$ cat src/rtl/dcr_cfg.svh
// offsets, field positions, reset values and timing figures of the setup bank
`ifndef DCR_CFG_SVH
`define DCR_CFG_SVH
`define DCR_IDX_SETUP_ONE 8'ha6
`define DCR_IDX_SETUP_TWO 8'ha8
`define DCR_IDX_IRQ_STAT  8'hb0
`define DCR_IDX_IRQ_MASK  8'hb1
`define DCR_IDX_STATE     8'hb2
`define DCR_ONE_WMASK     32'h3ff0001f
`define DCR_TWO_WMASK     32'h7fffffff
`define DCR_ONE_RESET     32'h00000000
`define DCR_TWO_RESET     32'h00000000
`define DCR_EV_SLEEP      0
`define DCR_EV_WDT        1
`define DCR_FREQ_MODE     2'h3
`define DCR_CLK_EXTERNAL  2'h3
`define DCR_CLK_INTERNAL  2'h0
`define DCR_RANGE_RSV     2'h3
`define DCR_GAIN_FIXED    2'h0
`define DCR_DUTY_FULL     16'h8000
`define DCR_CLK_PERIOD_NS 10
`define DCR_SLEEP_T0_US   50
`define DCR_SLEEP_T1_US   200
`define DCR_SLEEP_T2_MS   20
`define DCR_SLEEP_T3_MS   200
`define DCR_WDT_PIN_P0_MS 14'd100
`define DCR_WDT_PIN_P1_MS 14'd200
`define DCR_WDT_PIN_P2_MS 14'd500
`define DCR_WDT_PIN_P3_MS 14'd1000
`define DCR_WDT_BUS_P0_S  14'd1
`define DCR_WDT_BUS_P1_S  14'd2
`define DCR_WDT_BUS_P2_S  14'd3
`define DCR_WDT_BUS_P3_S  14'd10
`endif

$ cat src/rtl/dcr_pkg.sv
// types of the device setup register bank
package dcr_pkg;
	typedef struct packed {
		logic [1:0]  rsv_hi;
		logic [1:0]  shared_pin_function_select;
		logic        analog_monitor_output;
		logic [6:0]  target_addr;
		logic [14:0] rsv_mid;
		logic [1:0]  pin_drive;
		logic        pullup_on;
		logic [1:0]  max_supply_range_sel;
	} dcr_one_t;

	typedef struct packed {
		logic        rsv_hi;
		logic [14:0] full_scale_freq;
		logic [1:0]  sleep_delay;
		logic        auto_current_gain_on;
		logic        auto_voltage_gain_on;
		logic        lowpower_state_select;
		logic [1:0]  clock_source;
		logic        external_reference_mode_on;
		logic [2:0]  external_reference_freq_sel;
		logic        host_watchdog_on;
		logic [1:0]  host_watchdog_period;
		logic        host_watchdog_source;
		logic        host_watchdog_action;
	} dcr_two_t;

	typedef enum logic {DCR_DIV_IDLE, DCR_DIV_RUN} dcr_div_state_t;
endpackage

$ cat src/rtl/dcr_device_setup.sv
// device setup register bank with sleep timer, duty divider and host watchdog
//
// Local design decision: register access over APB.
`timescale 1ns/1ps
`include "dcr_cfg.svh"

module dcr_device_setup #(
	parameter int SLEEP_CYC0 = (`DCR_SLEEP_T0_US * 1000 + `DCR_CLK_PERIOD_NS - 1)
		/ `DCR_CLK_PERIOD_NS,
	parameter int SLEEP_CYC1 = (`DCR_SLEEP_T1_US * 1000 + `DCR_CLK_PERIOD_NS - 1)
		/ `DCR_CLK_PERIOD_NS,
	parameter int SLEEP_CYC2 = (`DCR_SLEEP_T2_MS * 1000000 + `DCR_CLK_PERIOD_NS - 1)
		/ `DCR_CLK_PERIOD_NS,
	parameter int SLEEP_CYC3 = (`DCR_SLEEP_T3_MS * 1000000 + `DCR_CLK_PERIOD_NS - 1)
		/ `DCR_CLK_PERIOD_NS,
	parameter int MS_CYC     = 1000000 / `DCR_CLK_PERIOD_NS
) (
	// clock and reset
	input  wire logic        pclk,
	input  wire logic        presetn,
	// apb slave
	input  wire logic        psel,
	input  wire logic        penable,
	input  wire logic        pwrite,
	input  wire logic [9:0]  paddr,
	input  wire logic [31:0] pwdata,
	output logic      [31:0] prdata,
	output logic             pready,
	output logic             pslverr,
	// straps and status from the rest of the device
	input  wire logic [6:0]  target_addr_strap,
	input  wire logic [1:0]  input_ref_mode,
	input  wire logic        freq_meas_valid,
	input  wire logic [14:0] freq_meas,
	input  wire logic        rate_below_threshold,
	input  wire logic [1:0]  current_level,
	input  wire logic [1:0]  voltage_level,
	input  wire logic        wdt_bus_tickle,
	input  wire logic        wdt_pin_tickle,
	// monitor pin
	output logic             analog_monitor_output_en,
	output logic      [3:0]  shared_pin_route,
	// serial pins and supply
	output logic      [6:0]  serial_target_addr,
	output logic      [1:0]  serial_pin_drive,
	output logic             pullup_en,
	output logic      [1:0]  max_supply_range_sel,
	output logic             supply_range_reserved,
	// rate command
	output logic      [15:0] duty_cmd,
	output logic             duty_cmd_valid,
	output logic             lowpower_req,
	output logic             lowpower_state_select,
	// gains and clock
	output logic      [1:0]  current_gain_sel,
	output logic      [1:0]  voltage_gain_sel,
	output logic             use_external_clock,
	output logic             clock_select_reserved,
	output logic             external_reference_mode_on,
	output logic      [2:0]  external_reference_freq_sel,
	// watchdog and interrupt
	output logic             wdt_fault_report,
	output logic             wdt_fault_latched,
	output logic             outputs_hiz,
	output logic             irq
);
	dcr_pkg::dcr_one_t      one_q;
	dcr_pkg::dcr_two_t      two_q;
	dcr_pkg::dcr_div_state_t div_q;
	logic        strap_done_q;
	logic [1:0]  stat_q;
	logic [1:0]  mask_q;
	logic [31:0] prdata_q;
	logic        pslverr_q;
	logic [24:0] sleep_cnt_q;
	logic        lowpower_q;
	logic [15:0] rem_q;
	logic [14:0] quo_q;
	logic [3:0]  step_q;
	logic [15:0] duty_q;
	logic        duty_vld_q;
	logic [1:0]  cgain_q;
	logic [1:0]  vgain_q;
	logic        pin_prev_q;
	logic [16:0] ms_pre_q;
	logic [13:0] ms_cnt_q;
	logic        wdt_latch_q;
	logic        wdt_rep_q;
	logic        setup;
	logic        wr;
	logic        hit_one;
	logic        hit_two;
	logic        hit_stat;
	logic        hit_mask;
	logic        hit_state;
	logic        mapped;
	logic        sleep_event;
	logic        div_start;
	logic [15:0] rem_dbl;
	logic        tickle;
	logic        ms_tick;
	logic        wdt_expire;
	logic [1:0]  events;

	function automatic logic hit(input logic [9:0] a, input logic [7:0] idx);
		return a == {idx, 2'h0};
	endfunction
	// larger level means less gain, so the converter is not driven into clipping
	function automatic logic [1:0] gain_pick(input logic [1:0] level);
		return ~level;
	endfunction
	function automatic logic [24:0] sleep_limit(input logic [1:0] code);
		case (code)
			2'h0:    return 25'(SLEEP_CYC0);
			2'h1:    return 25'(SLEEP_CYC1);
			2'h2:    return 25'(SLEEP_CYC2);
			default: return 25'(SLEEP_CYC3);
		endcase
	endfunction
	function automatic logic [13:0] wdt_limit_ms(input logic src, input logic [1:0] p);
		case (p)
			2'h0:    return src ? `DCR_WDT_PIN_P0_MS : 14'(`DCR_WDT_BUS_P0_S * 1000);
			2'h1:    return src ? `DCR_WDT_PIN_P1_MS : 14'(`DCR_WDT_BUS_P1_S * 1000);
			2'h2:    return src ? `DCR_WDT_PIN_P2_MS : 14'(`DCR_WDT_BUS_P2_S * 1000);
			default: return src ? `DCR_WDT_PIN_P3_MS : 14'(`DCR_WDT_BUS_P3_S * 1000);
		endcase
	endfunction

	// apb decode: zero wait states, data and error prepared in the setup cycle
	assign setup     = psel && !penable;
	assign wr        = psel && penable && pwrite;
	assign hit_one   = hit(paddr, `DCR_IDX_SETUP_ONE);
	assign hit_two   = hit(paddr, `DCR_IDX_SETUP_TWO);
	assign hit_stat  = hit(paddr, `DCR_IDX_IRQ_STAT);
	assign hit_mask  = hit(paddr, `DCR_IDX_IRQ_MASK);
	assign hit_state = hit(paddr, `DCR_IDX_STATE);
	assign mapped    = hit_one || hit_two || hit_stat || hit_mask || hit_state;
	assign pready    = 1'b1;
	assign prdata    = prdata_q;
	assign pslverr   = pslverr_q;
	always_ff @(posedge pclk or negedge presetn) begin
		if (!presetn) begin
			prdata_q  <= 32'h0;
			pslverr_q <= 1'b0;
		end else if (setup) begin
			pslverr_q <= !mapped;
			if (pwrite || !mapped)
				prdata_q <= 32'h0;
			else if (hit_one)
				prdata_q <= one_q & `DCR_ONE_WMASK;
			else if (hit_two)
				prdata_q <= two_q & `DCR_TWO_WMASK;
			else if (hit_stat)
				prdata_q <= {30'h0, stat_q};
			else if (hit_mask)
				prdata_q <= {30'h0, mask_q};
			else
				prdata_q <= {13'h0, wdt_latch_q, lowpower_q, div_q == dcr_pkg::DCR_DIV_RUN,
					duty_q};
		end
	end

	// address field resets to zero, then is taken from straps on the first clock after release
	always_ff @(posedge pclk or negedge presetn) begin
		if (!presetn) begin
			one_q        <= `DCR_ONE_RESET;
			strap_done_q <= 1'b0;
		end else begin
			strap_done_q <= 1'b1;
			if (!strap_done_q)
				one_q.target_addr <= target_addr_strap;
			else if (wr && hit_one && !pslverr_q)
				one_q <= pwdata & `DCR_ONE_WMASK;
		end
	end

	always_ff @(posedge pclk or negedge presetn) begin
		if (!presetn)
			two_q <= `DCR_TWO_RESET;
		else if (wr && hit_two && !pslverr_q)
			two_q <= pwdata & `DCR_TWO_WMASK;
	end

	// interrupt status: sticky, write one to clear, a new event beats the clear
	assign events = {wdt_expire, sleep_event};
	always_ff @(posedge pclk or negedge presetn) begin
		if (!presetn) begin
			stat_q <= 2'h0;
			mask_q <= 2'h0;
		end else begin
			if (wr && hit_stat)
				stat_q <= (stat_q & ~pwdata[1:0]) | events;
			else
				stat_q <= stat_q | events;
			if (wr && hit_mask)
				mask_q <= pwdata[1:0];
		end
	end

	assign irq = |(stat_q & mask_q);
	// static steering straight from the setup bits
	assign analog_monitor_output_en = one_q.analog_monitor_output;
	assign shared_pin_route = 4'h1 << one_q.shared_pin_function_select;
	assign serial_target_addr       = one_q.target_addr;
	assign serial_pin_drive         = one_q.pin_drive;
	assign pullup_en                = one_q.pullup_on;
	assign max_supply_range_sel     = one_q.max_supply_range_sel;
	assign supply_range_reserved = one_q.max_supply_range_sel == `DCR_RANGE_RSV;
	assign lowpower_state_select    = two_q.lowpower_state_select;
	assign use_external_clock = two_q.clock_source == `DCR_CLK_EXTERNAL;
	assign clock_select_reserved = !use_external_clock
		&& two_q.clock_source != `DCR_CLK_INTERNAL;
	assign external_reference_mode_on  = two_q.external_reference_mode_on;
	assign external_reference_freq_sel = two_q.external_reference_freq_sel;

	// gains follow the measured level only when automatic adjustment is on
	always_ff @(posedge pclk or negedge presetn) begin
		if (!presetn) begin
			cgain_q <= `DCR_GAIN_FIXED;
			vgain_q <= `DCR_GAIN_FIXED;
		end else begin
			cgain_q <= two_q.auto_current_gain_on ? gain_pick(current_level)
				: `DCR_GAIN_FIXED;
			vgain_q <= two_q.auto_voltage_gain_on ? gain_pick(voltage_level)
				: `DCR_GAIN_FIXED;
		end
	end
	assign current_gain_sel = cgain_q;
	assign voltage_gain_sel = vgain_q;
	// sleep entry timer; any sample above threshold restarts it
	assign sleep_event = rate_below_threshold && !lowpower_q
		&& sleep_cnt_q == sleep_limit(two_q.sleep_delay) - 25'h1;

	always_ff @(posedge pclk or negedge presetn) begin
		if (!presetn) begin
			sleep_cnt_q <= 25'h0;
			lowpower_q  <= 1'b0;
		end else if (!rate_below_threshold) begin
			sleep_cnt_q <= 25'h0;
			lowpower_q  <= 1'b0;
		end else if (sleep_event) begin
			lowpower_q <= 1'b1;
		end else if (!lowpower_q) begin
			sleep_cnt_q <= sleep_cnt_q + 25'h1;
		end
	end
	assign lowpower_req = lowpower_q;
	// duty = measured / full scale as Q1.15; one quotient bit per cycle saves a divider
	assign div_start = div_q == dcr_pkg::DCR_DIV_IDLE && freq_meas_valid
		&& input_ref_mode == `DCR_FREQ_MODE;
	assign rem_dbl = {rem_q[14:0], 1'b0};

	always_ff @(posedge pclk or negedge presetn) begin
		if (!presetn) begin
			div_q      <= dcr_pkg::DCR_DIV_IDLE;
			rem_q      <= 16'h0;
			quo_q      <= 15'h0;
			step_q     <= 4'h0;
			duty_q     <= 16'h0;
			duty_vld_q <= 1'b0;
		end else begin
			duty_vld_q <= 1'b0;
			case (div_q)
				dcr_pkg::DCR_DIV_IDLE: begin
					if (div_start) begin
						if (freq_meas >= two_q.full_scale_freq) begin
							duty_q     <= `DCR_DUTY_FULL;
							duty_vld_q <= 1'b1;
						end else begin
							rem_q  <= {1'b0, freq_meas};
							quo_q  <= 15'h0;
							step_q <= 4'h0;
							div_q  <= dcr_pkg::DCR_DIV_RUN;
						end
					end
				end
				dcr_pkg::DCR_DIV_RUN: begin
					if (rem_dbl >= {1'b0, two_q.full_scale_freq}) begin
						rem_q <= rem_dbl - {1'b0, two_q.full_scale_freq};
						quo_q <= {quo_q[13:0], 1'b1};
					end else begin
						rem_q <= rem_dbl;
						quo_q <= {quo_q[13:0], 1'b0};
					end
					step_q <= step_q + 4'h1;
					if (step_q == 4'he) begin
						duty_q     <= {1'b0, quo_q[13:0],
							rem_dbl >= {1'b0, two_q.full_scale_freq}};
						duty_vld_q <= 1'b1;
						div_q      <= dcr_pkg::DCR_DIV_IDLE;
					end
				end
				default: div_q <= dcr_pkg::DCR_DIV_IDLE;
			endcase
		end
	end
	assign duty_cmd       = duty_q;
	assign duty_cmd_valid = duty_vld_q;
	// host watchdog: millisecond prescaler, then a count of whole milliseconds
	assign tickle = two_q.host_watchdog_source ? (wdt_pin_tickle && !pin_prev_q)
		: wdt_bus_tickle;
	assign ms_tick = ms_pre_q == 17'(MS_CYC - 1);
	assign wdt_expire = two_q.host_watchdog_on && !tickle && ms_tick
		&& ms_cnt_q == wdt_limit_ms(two_q.host_watchdog_source,
			two_q.host_watchdog_period) - 14'h1;

	always_ff @(posedge pclk or negedge presetn) begin
		if (!presetn) begin
			pin_prev_q <= 1'b0;
			ms_pre_q   <= 17'h0;
			ms_cnt_q   <= 14'h0;
		end else begin
			pin_prev_q <= wdt_pin_tickle;
			if (!two_q.host_watchdog_on || tickle || ms_tick)
				ms_pre_q <= 17'h0;
			else
				ms_pre_q <= ms_pre_q + 17'h1;
			if (!two_q.host_watchdog_on || tickle || wdt_expire)
				ms_cnt_q <= 14'h0;
			else if (ms_tick)
				ms_cnt_q <= ms_cnt_q + 14'h1;
		end
	end

	// latched fault holds the bridge off until the watchdog is disabled
	always_ff @(posedge pclk or negedge presetn) begin
		if (!presetn) begin
			wdt_latch_q <= 1'b0;
			wdt_rep_q   <= 1'b0;
		end else begin
			wdt_rep_q <= wdt_expire;
			if (wdt_expire && two_q.host_watchdog_action)
				wdt_latch_q <= 1'b1;
			else if (!two_q.host_watchdog_on)
				wdt_latch_q <= 1'b0;
		end
	end

	assign wdt_fault_report  = wdt_rep_q;
	assign wdt_fault_latched = wdt_latch_q;
	assign outputs_hiz       = wdt_latch_q;
	chk_mon_write: assert property (@(posedge pclk) disable iff (!presetn)
		wr && hit_one && strap_done_q |=> analog_monitor_output_en == $past(pwdata[27])
			&& shared_pin_route == (4'h1 << $past(pwdata[29:28])))
		else $error("monitor setup not taken from write");
	chk_addr_strap: assert property (@(posedge pclk) disable iff (!presetn)
		$rose(strap_done_q) |-> serial_target_addr == $past(target_addr_strap))
		else $error("target address not loaded from straps");
	chk_rsv_zero: assert property (@(posedge pclk) disable iff (!presetn)
		psel && penable && !pwrite && hit_one |-> (prdata & ~`DCR_ONE_WMASK) == 32'h0)
		else $error("reserved bits read nonzero");
	chk_range_code: assert property (@(posedge pclk) disable iff (!presetn)
		wr && hit_one && strap_done_q && pwdata[1:0] == 2'h3 |=> supply_range_reserved)
		else $error("reserved range code not flagged");
	chk_sleep_leave: assert property (@(posedge pclk) disable iff (!presetn)
		!rate_below_threshold |=> !lowpower_req)
		else $error("low power held with rate above threshold");
	chk_sleep_irq: assert property (@(posedge pclk) disable iff (!presetn)
		sleep_event |=> lowpower_req && stat_q[`DCR_EV_SLEEP])
		else $error("sleep entry not flagged");
	chk_div_time: assert property (@(posedge pclk) disable iff (!presetn)
		div_start && freq_meas < two_q.full_scale_freq |-> ##16 duty_cmd_valid)
		else $error("duty not ready sixteen cycles after start");
	chk_freq_only: assert property (@(posedge pclk) disable iff (!presetn)
		input_ref_mode != 2'h3 && div_q == dcr_pkg::DCR_DIV_IDLE |=> !duty_cmd_valid)
		else $error("duty computed outside frequency mode");
	chk_wdt_latch: assert property (@(posedge pclk) disable iff (!presetn)
		wdt_expire && two_q.host_watchdog_action |=> outputs_hiz && wdt_fault_report)
		else $error("watchdog fault not latched");
	chk_wdt_report: assert property (@(posedge pclk) disable iff (!presetn)
		wdt_expire && !two_q.host_watchdog_action && !wdt_latch_q
			|=> !outputs_hiz && wdt_fault_report)
		else $error("report-only watchdog fault misbehaved");
	chk_gain_fixed: assert property (@(posedge pclk) disable iff (!presetn)
		!two_q.auto_current_gain_on |=> current_gain_sel == 2'h0)
		else $error("current gain moved while fixed");
	chk_set_wins: assert property (@(posedge pclk) disable iff (!presetn)
		sleep_event && wr && hit_stat && pwdata[0] |=> stat_q[0])
		else $error("event lost against clear");
	cov_sleep: cover property (@(posedge pclk) disable iff (!presetn) sleep_event);
	cov_wdt_hiz: cover property (@(posedge pclk) disable iff (!presetn) $rose(outputs_hiz));
	cov_duty: cover property (@(posedge pclk) disable iff (!presetn)
		duty_cmd_valid && !duty_cmd[15]);
endmodule

$ cat config.mk
export PLATFORM = sky130hd
export DESIGN_NAME = dcr_device_setup
export DESIGN_NICKNAME = d
export VERILOG_FILES = /design/src/rtl/dcr_pkg.sv /design/src/rtl/dcr_device_setup.sv
export VERILOG_INCLUDE_DIRS = /design/src /design/src/rtl
export SDC_FILE = /design/constraint.sdc
export NUM_CORES = 1
export LEC_CHECK = 0
export ABC_AREA = 1
export BUFFER_PORTS_ARGS = -buffer_cell sky130_fd_sc_hd__buf_4
export CAP_MARGIN = 10
export CORE_ASPECT_RATIO = 0.7
export CORE_MARGIN = 1
export CORE_UTILIZATION = 58
export DETAILED_ROUTE_END_ITERATION = 12
export PLACE_DENSITY = 0.91
export SYNTH_ARGS = -nofsm -noshare
export SYNTH_HDL_FRONTEND = slang
export SYNTH_SLANG_ARGS = --single-unit
$ cat constraint.sdc
create_clock -name pclk -period 3 [get_ports pclk]
set_clock_uncertainty 0.15 [all_clocks]
set_input_delay 0 -clock pclk [delete_from_list [all_inputs] [get_ports pclk]]
set_output_delay 0 -clock pclk [all_outputs]
set_load 0.02 [all_outputs]
==> impl_metrics.yaml, run 1 <==
timing:
  slew_headroom: 0.4954
  fmax_ghz: 0.3577
  finalCriticalPeriod_ns: 2.796
  drv_slew: 0
  setup_viol: 0
  rsz0062_at_grt: "false"
  worst_pin_slew_ns: 0.7542
  finalHoldViolations: 5
  finalCritPeriodShare: 0.9319
  worst_hold_slack_ns: -0.007525
  fin_setup_tns_ns: 0
pwr:
  p_per_area_nw_per_um2: 571.5
  combPwrFrac: 0.309
  irDropWorstVdd_v: 0.0004008
  clkPwrFrac: 0.293
  p_seq_frac: 0.398
  p_switching_mw: 3.101
  power.internal_mw: 5.121
  leakage_nw: 6.873
  switching_share: 0.3772
floorplan:
  die_w_um: 171.0
  io-pin-count: 164
  coreArea_um2: 19230
  die_area_um2: 20560
  start_util: 0.6027
  die_y_um: 120.3
  fp-row-count: 42
synthesis:
  yosysMostFrequentCell: "nand2_1"
  yosysWarningCount: 0
  yosysSeqAreaShare: 0.4275
  synthFlopType: "dfrtp_1"
  avgSynthCellArea_um2: 7.896
  synth_area_um2: 11590
  synthDistinctLibCells: 55
  ys_top_cells_by_area: "dfrtp_1 43%, nand2_1 10%, o21ai_0 5.7%, ha_1 5.3%, inv_1 5.2%"
  synth-edff-count: 0
  synth_area_leader_cell: "dfrtp_1"
  netlist_top_cells_count: "321 x nand2_1, 198 x dfrtp_1, 162 x inv_1"
  synth_top_area_share: 0.4275
  async_reset_ff_frac: 1.000
  synth_cells: 1468
  yosys_register_bits: 198
layout:
  instances_no_fill: 1962
  syn_to_final_growth_pct: 24.13
  nNetsFinal: 1814
  multiInputGateArea_um2: 5659
  layout-drive-gt1-share: 0.1708
  fillers: 1296
  diodes: 0
  layout.area.seq_um2: 4955
  finish.utilization: 0.7480
route:
  drt_pass1_iterations: 6
  vias: 11530
  via_per_inst: 5.876
  final_antenna_net_count: 0
  wirelength_um: 35190
  drt_iter0_drc: 1272
  route.detailed.drc: 0
  wire_per_inst_um: 17.94
worst_setup_path:
  path_max_fanout: 10
  end_kind: "flip-flop"
  critPathSlowestCell: "dfrtp_1"
  critPathTopFamily: "simple AND/OR/NAND/NOR gates"
  worstSetupPathType: "reg -> reg"
  r2r_slack_ns: 0.20
  r2r_cells: 13
  critical_path_arrival_ns: 3.00
  cp-start-kind: "flip-flop"
  rr_startpoint: "two_q[1]"
  regToRegEndpoint: "ms_cnt_q[11]"
  required_ns: 3.20
  path_common_cell: "nor2_2"
  path_cells: "inv_6, ha_1, or2_2, nor2_4, inv_1, nor2_2, nand3_2, nand3_1, nand2_1, nor2_2, nand3_4, nand2_8, nor2_2"
  path_buf_inv: 2
  slowest_delay_ns: 0.63
place:
  port_buffers: 160
  gp_congestion: 0.9731
  dp_hpwl_um: 24090
  place_inst: 1850
grt:
  grt.total_usage: 0.3525
  grt_pass1_vias: 11150
  gr-total-overflow: 0
  grt_start_max_net_pins: 78
  grt_pass1_wl_um: 56070
  antenna_found_initial: 0
clock_network:
  htreeDepth: 4
  cts_root_buffer: "clkbuf_16"
  clkLatencyLatePin_ns: 0.46
  cts_sinks: 198
  cts_tree: "done"
  cts.clk_slew.worst_paths_ns: 0.08
  numCtsBuffers: 17
  cts_max_path_buffers: 2
  post_cts_buffers: 0
hold_path:
  hp-class: "in -> async"
outcome:
  status: "complete, but fails checks"
  violations: "hold timing"
job:
  cap_violations: 0
[layer usage]
layer / part of all wire / vias to the layer above / GRT usage
met3: 0.096 / 112 / 0.07627
met5: 0 / - / 0
met2: 0.46 / 698 / 0.5569
met4: 0.033 / 0 / 0.1546
met1: 0.41 / 5447 / 0.4682
li1: - / 5271 / -
[metrics by stage]
step	worst slack (ns)	power [mW]	instance area, um^2	hold slack [ns]
6_report	0.2043	8.222	14390	-0.007525
5_1_grt	0.02529	8.608	14390	0.06145
4_1_cts	0.2051	8.132	14380	0.01819
3_5_place_dp	0.2572	5.668	12960	-0.07490
3_3_place_gp	0.3158	5.564	12960	-0.07689
2_1_floorplan	0.6787	4.853	11590	-0.4456
[worst max-delay path by stage]
stage,start,to,slack (ns),depth (start not counted)
after floorplan,two_q[1],ms_cnt_q[4],0.68,14
after global placement,two_q[1],ms_cnt_q[3],0.32,13
after detailed placement,two_q[25],rem_q[0],0.26,10
after CTS,two_q[25],rem_q[0],0.21,10
after global routing,two_q[1],ms_cnt_q[0],0.03,13
final,two_q[1],ms_cnt_q[11],0.20,13
[kinds of logic after synthesis]
family	after synthesis	share of synthesized area
AO/OA/AOI/OAI	301	0.1471
XOR/XNOR	27	0.02040
adder cells (fa/ha/maj)	50	0.05462
buffers and inverters	231	0.08528
flip-flops	198	0.4275
multiplexers	1	0.0008636
other	2	0.0006479
AND/OR/NAND/NOR	658	0.2636
[registers in the layout, indices dropped and copies added, names as in the netlist, 2 cells and up]
name and count:
step_q 4, stat_q 2, prdata 31, two_q 26, mask_q 2, rem_q 15, serial_target_addr 7, sleep_cnt_q 25
voltage_gain_sel 2, serial_pin_drive 2, quo_q 14, ms_pre_q 17, ms_cnt_q 14, duty_cmd 16, one_q 2, external_reference_freq_sel 3
max_supply_range_sel 2, current_gain_sel 2
[power by group through the flow]
stage | Combinational (mW) | Sequential [mW] | Clock [mW]
global route | 2.80 | 3.30 | 2.51
CTS | 2.48 | 3.26 | 2.40
detailed placement | 2.37 | 3.30 | 0
global placement | 2.28 | 3.29 | 0
finish | 2.54 | 3.27 | 2.41
floorplan | 1.53 | 3.33 | 0
[placed cells by master (no fill, tap or decap), types with 5 or more instances in the layout]
| cell type | Yosys | final |
|---|---|---|
| clkbuf_16 | 0 | 17 |
| nor3_1 | 26 | 26 |
| ha_1 | 49 | 49 |
| a22o_1 | 23 | 23 |
| nand2_1 | 321 | 321 |
| inv_1 | 162 | 162 |
| nor3_2 | 6 | 6 |
| o22ai_1 | 22 | 22 |
| nand4_1 | 25 | 25 |
| xnor2_1 | 5 | 5 |
| a21oi_1 | 77 | 77 |
| o21ai_0 | 133 | 133 |
| nand2_4 | 6 | 6 |
| nor2_1 | 115 | 115 |
| buf_4 | 23 | 174 |
| or2_2 | 17 | 17 |
| o211ai_1 | 11 | 11 |
| dlygate4sd3_1 | 0 | 80 |
| inv_8 | 0 | 6 |
| nand3_1 | 85 | 85 |
| inv_2 | 6 | 6 |
| xor2_1 | 22 | 22 |
| o21ai_1 | 14 | 14 |
| nand2_2 | 10 | 10 |
| dfrtp_1 | 198 | 198 |
| nor4_1 | 6 | 6 |
| nor2_2 | 17 | 17 |
[area by class of cell]
| cell class | count | area share |
|---|---|---|
| timing repair buffer | 258 | 0.1516 |
| clock buffer | 17 | 0.02957 |
| clock inverter | 15 | 0.01348 |
| inverter | 170 | 0.04470 |
| tap | 264 | 0.02296 |
| sequential | 198 | 0.3444 |
| multi-input combinational | 1040 | 0.3933 |
[repair_timing]
item                                    in CTS  in global routing
hold buffers                                80                  0
endpoints found under the setup margin       0                 16
endpoints found under the hold margin      317                  0
resized for setup                            0                  1
No activity file was read; power rests on OpenSTA's default activity.
==> run 2: changes to the inputs <==
- ABC_AREA: 1 -> unset
- CORE_UTILIZATION: 58 -> 52
- PLACE_DENSITY: 0.91 -> 0.87
- clock period: 3 -> 2.3 ns (I/O delays scaled with it)
==> impl_metrics.yaml, run 2 <==
outcome:
  status: "complete, but fails checks"
  violations: "setup timing"
layout:
  layout-drive-gt1-share: 0.3957
  final_common_cell: "buf_4"
  nNetsFinal: 1645
  final_cell_mix: "319 x buf_4, 192 x dfrtp_1, 109 x nand2_1"
  design_area_um2: 16520
  largest_reg_flops: 31
  diodes: 0
  syn_to_final_growth_pct: 49.68
clock_network:
  cts_root_buffer: "clkbuf_16"
  htreeDepth: 4
  cts_tree: "done"
  clkLatencyLatePin_ns: 0.46
  numCtsBuffers: 17
  cts_sinks: 198
  cts_max_path_buffers: 2
  cts.clk_slew.worst_paths_ns: 0.08
timing:
  finalCritPeriodShare: 1.277
  setup_ws_ns: -0.6368
  setup_viol: 95
  finalHoldViolations: 0
  fmax_ghz: 0.3405
  drv_slew: 0
  slew_headroom: 0.4076
  rsz0062_at_grt: "true"
  finalCriticalPeriod_ns: 2.937
  worst_pin_slew_ns: 0.8864
route:
  drt_pass1_iterations: 6
  wire_per_inst_um: 22.44
  final_antenna_net_count: 0
  route.detailed.drc: 0
  vias: 11200
  drt_iter0_drc: 1314
  wirelength_um: 40510
  via_per_inst: 6.207
pwr:
  total_power_mw: 11.75
  irDropWorstVdd_v: 0.0005269
  p_per_area_nw_per_um2: 711.1
  leakage_nw: 7.529
synthesis:
  synth.area.mux_share: 0.06429
  async_reset_ff_frac: 1.000
  synth_cells: 1132
  synth_top_family_by_area: "simple AND/OR/NAND/NOR gates"
  yosys.area_share.simple: 0.1794
  yosysWarningCount: 0
  avgSynthCellArea_um2: 9.749
  synthDistinctLibCells: 88
  synthFlopType: "dfrtp_1"
  synth_compound_area_frac: 0.1472
  synth_adder_area_share: 0.05737
  synth_area_um2: 11040
  ys_top_cells_by_area: "dfrtp_1 45%, ha_1 5.6%, nand2_1 4.3%, mux2i_1 4.1%, o21ai_0 4.1%"
  yosysMostFrequentCell: "dfrtp_1"
  synth_top_area_share: 0.4490
  synth_xor_area_frac: 0.05476
  netlist_top_cells_count: "198 x dfrtp_1, 127 x nand2_1, 91 x nor2_1"
  synth_area_leader_cell: "dfrtp_1"
  synth-edff-count: 0
  yosys_register_bits: 198
  yosysSeqAreaShare: 0.4490
floorplan:
  die_w_um: 176.1
  coreArea_um2: 20750
  die_area_um2: 21820
  start_util: 0.5317
  die_y_um: 123.9
  io-pin-count: 164
  fp-row-count: 44
hold_path:
  hp-class: "in -> reg"
  min_path_cells: 5
  min_from: "wdt_bus_tickle"
  hold_end: "ms_pre_q[2]"
worst_setup_path:
  critical_path_arrival_ns: 3.10
  required_ns: 2.47
  regToRegEndpoint: "sleep_cnt_q[24]"
  r2r_cells: 11
  worstSetupPathType: "reg -> reg"
  cp-start-kind: "flip-flop"
  r2r_slack_ns: -0.64
  path_max_fanout: 6
  end_kind: "flip-flop"
  rr_startpoint: "two_q[14]"
grt:
  grt_pass1_wl_um: 57690
  antenna_found_initial: 0
  grt_pass1_vias: 10670
  grt_start_max_net_pins: 57
  grt.total_usage: 0.3455
  gr-total-overflow: 0
place:
  placed_cell_area_um2: 13780
  dp_hpwl_um: 23140
  port_buffers: 160
  gp_congestion: 0.9083
job:
  cap_violations: 0
run 2: cells by family (layout without fill, tap and decap cells):
kind of cell / count (synthesis) / in the layout
adder cells (fa/ha/maj): 50 / 50
XOR/XNOR: 69 / 69
multiplexers: 68 / 68
buffers and inverters: 113 / 509
other: 2 / 3
AO/OA/AOI/OAI: 242 / 242
AND/OR/NAND/NOR: 390 / 390
flip-flops: 198 / 198
run 2: how the worst max path moves through the flow:
stage                         start               to  slack [ns]  cells after the start
after floorplan            two_q[2]      ms_cnt_q[7]       -0.43                     10
after global placement     two_q[2]      ms_cnt_q[7]       -0.54                      8
after detailed placement   two_q[2]     ms_cnt_q[13]       -0.58                      8
after CTS                  two_q[2]      ms_cnt_q[7]       -0.46                     10
after global routing      two_q[15]  sleep_cnt_q[19]       -0.74                     10
final                     two_q[14]  sleep_cnt_q[24]       -0.64                     11
run 2: area by class of cell:
class / count / area [um^2]
Inverter: 48 / 190.2
Tap cell: 276 / 345.3
Sequential cell: 198 / 4962
Clock buffer: 17 / 425.4
Clock inverter: 15 / 181.4
Multi-Input combinational cell: 822 / 6710
Fill cell: 1104 / 4237
Timing Repair Buffer: 429 / 3704
run 2: routing by layer:
| metal | global-route usage | part of all wire |
|---|---|---|
| met1 | 0.4498 | 0.39 |
| met2 | 0.5551 | 0.47 |
| met3 | 0.08364 | 0.097 |
| met4 | 0.1457 | 0.043 |
| met5 | 0 | 0 |
run 2: repair_timing:
item                                   in CTS  in global routing
setup endpoints to repair                  88                 97
endpoints found under the hold margin     286                  0
hold buffers                               69                  0
gates cloned                                4                  0
pin swaps                                  71                 60
buffers inserted                           28                 25
gates resized for setup                   135                103
run 2: worst max-delay path, cell delays in order (launching register included):
cell and delay, ns:
dfrtp_1 0.40, inv_4 0.08, buf_12 0.12, ha_4 0.15, or3_1 0.34, a222oi_1 0.53, a32o_2 0.38, buf_6 0.15
buf_12 0.14, nor4_4 0.05, xnor2_1 0.22, nor2_1 0.06
run 2: metrics by stage:
stage	setup WS (ns)	std cells	setup TNS [ns]	utilization	hold slack, ns
6_report	-0.6368	1805	-31.57	0.7959	0.03855
5_1_grt	-0.7409	1805	-37.52	0.7959	0.07254
4_1_cts	-0.4625	1787	-18.90	0.7662	0.03302
3_5_place_dp	-0.5753	1656	-20.89	0.6642	-0.1403
3_3_place_gp	-0.5366	1656	-16.76	0.6642	-0.1446
2_1_floorplan	-0.4257	1133	-8.320	-	-0.4456
run 2: power by group:
part           internal (mW)  switching, mW  leakage, nW  total (mW)
Combinational           1.99           2.13         4.71        4.12
Sequential              3.90          0.588         2.52        4.49
Clock                   1.57           1.57        0.295        3.14
Total                   7.45           4.29         7.53        11.7
==> run 3: changes to the inputs <==
- SETUP_SLACK_MARGIN: unset -> 0.4
==> impl_metrics.yaml, run 3 (synthesized netlist as in run 2, its figures left out) <==
timing:
  finalCriticalPeriod_ns: 2.921
  fmax_ghz: 0.3424
  worst_pin_slew_ns: 0.8844
  finalCritPeriodShare: 1.270
  setup_viol: 95
  setup_ws_ns: -0.6205
  drv_slew: 0
  rsz0062_at_grt: "true"
  slew_headroom: 0.4098
  finalHoldViolations: 0
  worst_hold_slack_ns: 0.05381
floorplan:
  die_y_um: 123.9
  die_w_um: 176.1
  fp-row-count: 44
  io-pin-count: 164
  coreArea_um2: 20750
  die_area_um2: 21820
  start_util: 0.5317
grt:
  grt.total_usage: 0.3386
  gr-total-overflow: 0
  grt_pass1_vias: 10590
  grt_start_max_net_pins: 64
  grt_pass1_wl_um: 56900
  antenna_found_initial: 0
worst_setup_path:
  path_max_fanout: 5
  cp-start-kind: "flip-flop"
  worstSetupPathType: "reg -> reg"
  r2r_cells: 11
  end_kind: "flip-flop"
  required_ns: 2.45
  critical_path_arrival_ns: 3.07
clock_network:
  clkLatencyLatePin_ns: 0.45
  cts_sinks: 198
  htreeDepth: 4
  cts.clk_slew.worst_paths_ns: 0.08
  cts_max_path_buffers: 2
  numCtsBuffers: 17
  cts_tree: "done"
  cts_root_buffer: "clkbuf_16"
job:
  cap_violations: 0
layout:
  largest_reg_flops: 31
  diodes: 0
  nNetsFinal: 1625
  final_common_cell: "buf_4"
  layout-drive-gt1-share: 0.3810
  syn_to_final_growth_pct: 46.98
  fillers: 1217
  final_cell_mix: "300 x buf_4, 195 x dfrtp_1, 107 x nand2_1"
  instances_no_fill: 1785
pwr:
  irDropWorstVdd_v: 0.0004978
  total_power_mw: 11.27
  leakage_nw: 7.373
  p_per_area_nw_per_um2: 694.8
place:
  place_inst: 1656
  pre_cts_ws_ns: -0.5820
  port_buffers: 160
  gp_congestion: 0.9392
  dp_hpwl_um: 23250
hold_path:
  hp-class: "in -> reg"
  min_path_cells: 5
route:
  wire_per_inst_um: 21.61
  route.detailed.drc: 0
  via_per_inst: 6.125
  vias: 10930
  drt_pass1_iterations: 6
  drt_iter0_drc: 1137
  final_antenna_net_count: 0
  wirelength_um: 38580
outcome:
  violations: "setup timing"
  status: "complete, but fails checks"
run 3: report_power, final:
part | leakage, nW | internal [mW] | switching (mW)
clock network | 0.268 | 1.52 | 1.49
logic | 4.58 | 1.84 | 1.97
registers | 2.53 | 3.90 | 0.553
total | 7.37 | 7.26 | 4.01
run 3: area by class of cell:
type / count / area (um^2) / share of cell area
Multi-Input combinational cell: 822 / 6599 / 0.4068
Clock inverter: 15 / 146.4 / 0.009025
Sequential cell: 198 / 4959 / 0.3057
Tap cell: 276 / 345.3 / 0.02129
Timing Repair Buffer: 409 / 3556 / 0.2192
Clock buffer: 17 / 425.4 / 0.02623
Inverter: 48 / 190.2 / 0.01172
run 3: layer usage:
layer | part of all wire | up-vias | GRT usage
met4 | 0.031 | 0 | 0.1130
met1 | 0.41 | 5383 | 0.4535
li1 | - | 4755 | -
met2 | 0.47 | 665 | 0.5453
met3 | 0.094 | 130 | 0.07814
met5 | 0 | - | 0
run 3: worst paths after layout:
| kind | startpoint | to | slack [ns] |
|---|---|---|---|
| worst min-delay path | paddr[3] | stat_q[1] | 0.05 |
| worst max register to register | two_q[15] | sleep_cnt_q[23] | -0.62 |
| max in group asynchronous | presetn | two_q[3] | 0.69 |
| worst max-delay path | two_q[15] | sleep_cnt_q[23] | -0.62 |
| worst min register to register | prdata[3] | prdata[3] | 0.34 |
| min in group asynchronous | presetn | prdata[0] | 0.52 |
run 3: stage by stage:
step | area (um^2) | utilization | setup TNS [ns]
3_3_place_gp | 13980 | 0.6734 | -15.77
4_1_cts | 15760 | 0.7595 | -18.63
3_5_place_dp | 13980 | 0.6734 | -19.69
2_1_floorplan | 11610 | - | -9.409
6_report | 16220 | 0.7815 | -31.44
5_1_grt | 16220 | 0.7815 | -39.04
run 3: what timing repair did:
action | 4_1_cts | 5_1_grt
pin swaps | 35 | 38
cloned | 4 | 1
hold buffers | 68 | 0
endpoints found under the setup margin | 96 | 124
setup buffers | 13 | 11
gates resized for setup | 73 | 77
endpoints found under the hold margin | 288 | 0
run 3: critical path: stages, from the launching register on:
cell	delay, ns
dfrtp_2	0.47
inv_4	0.10
ha_4	0.15
or4b_4	0.49
a2111oi_4	0.43
a32o_2	0.36
buf_6	0.14
buf_8	0.12
buf_6	0.10
nor3_4	0.03
xnor2_1	0.18
nor2_1	0.05
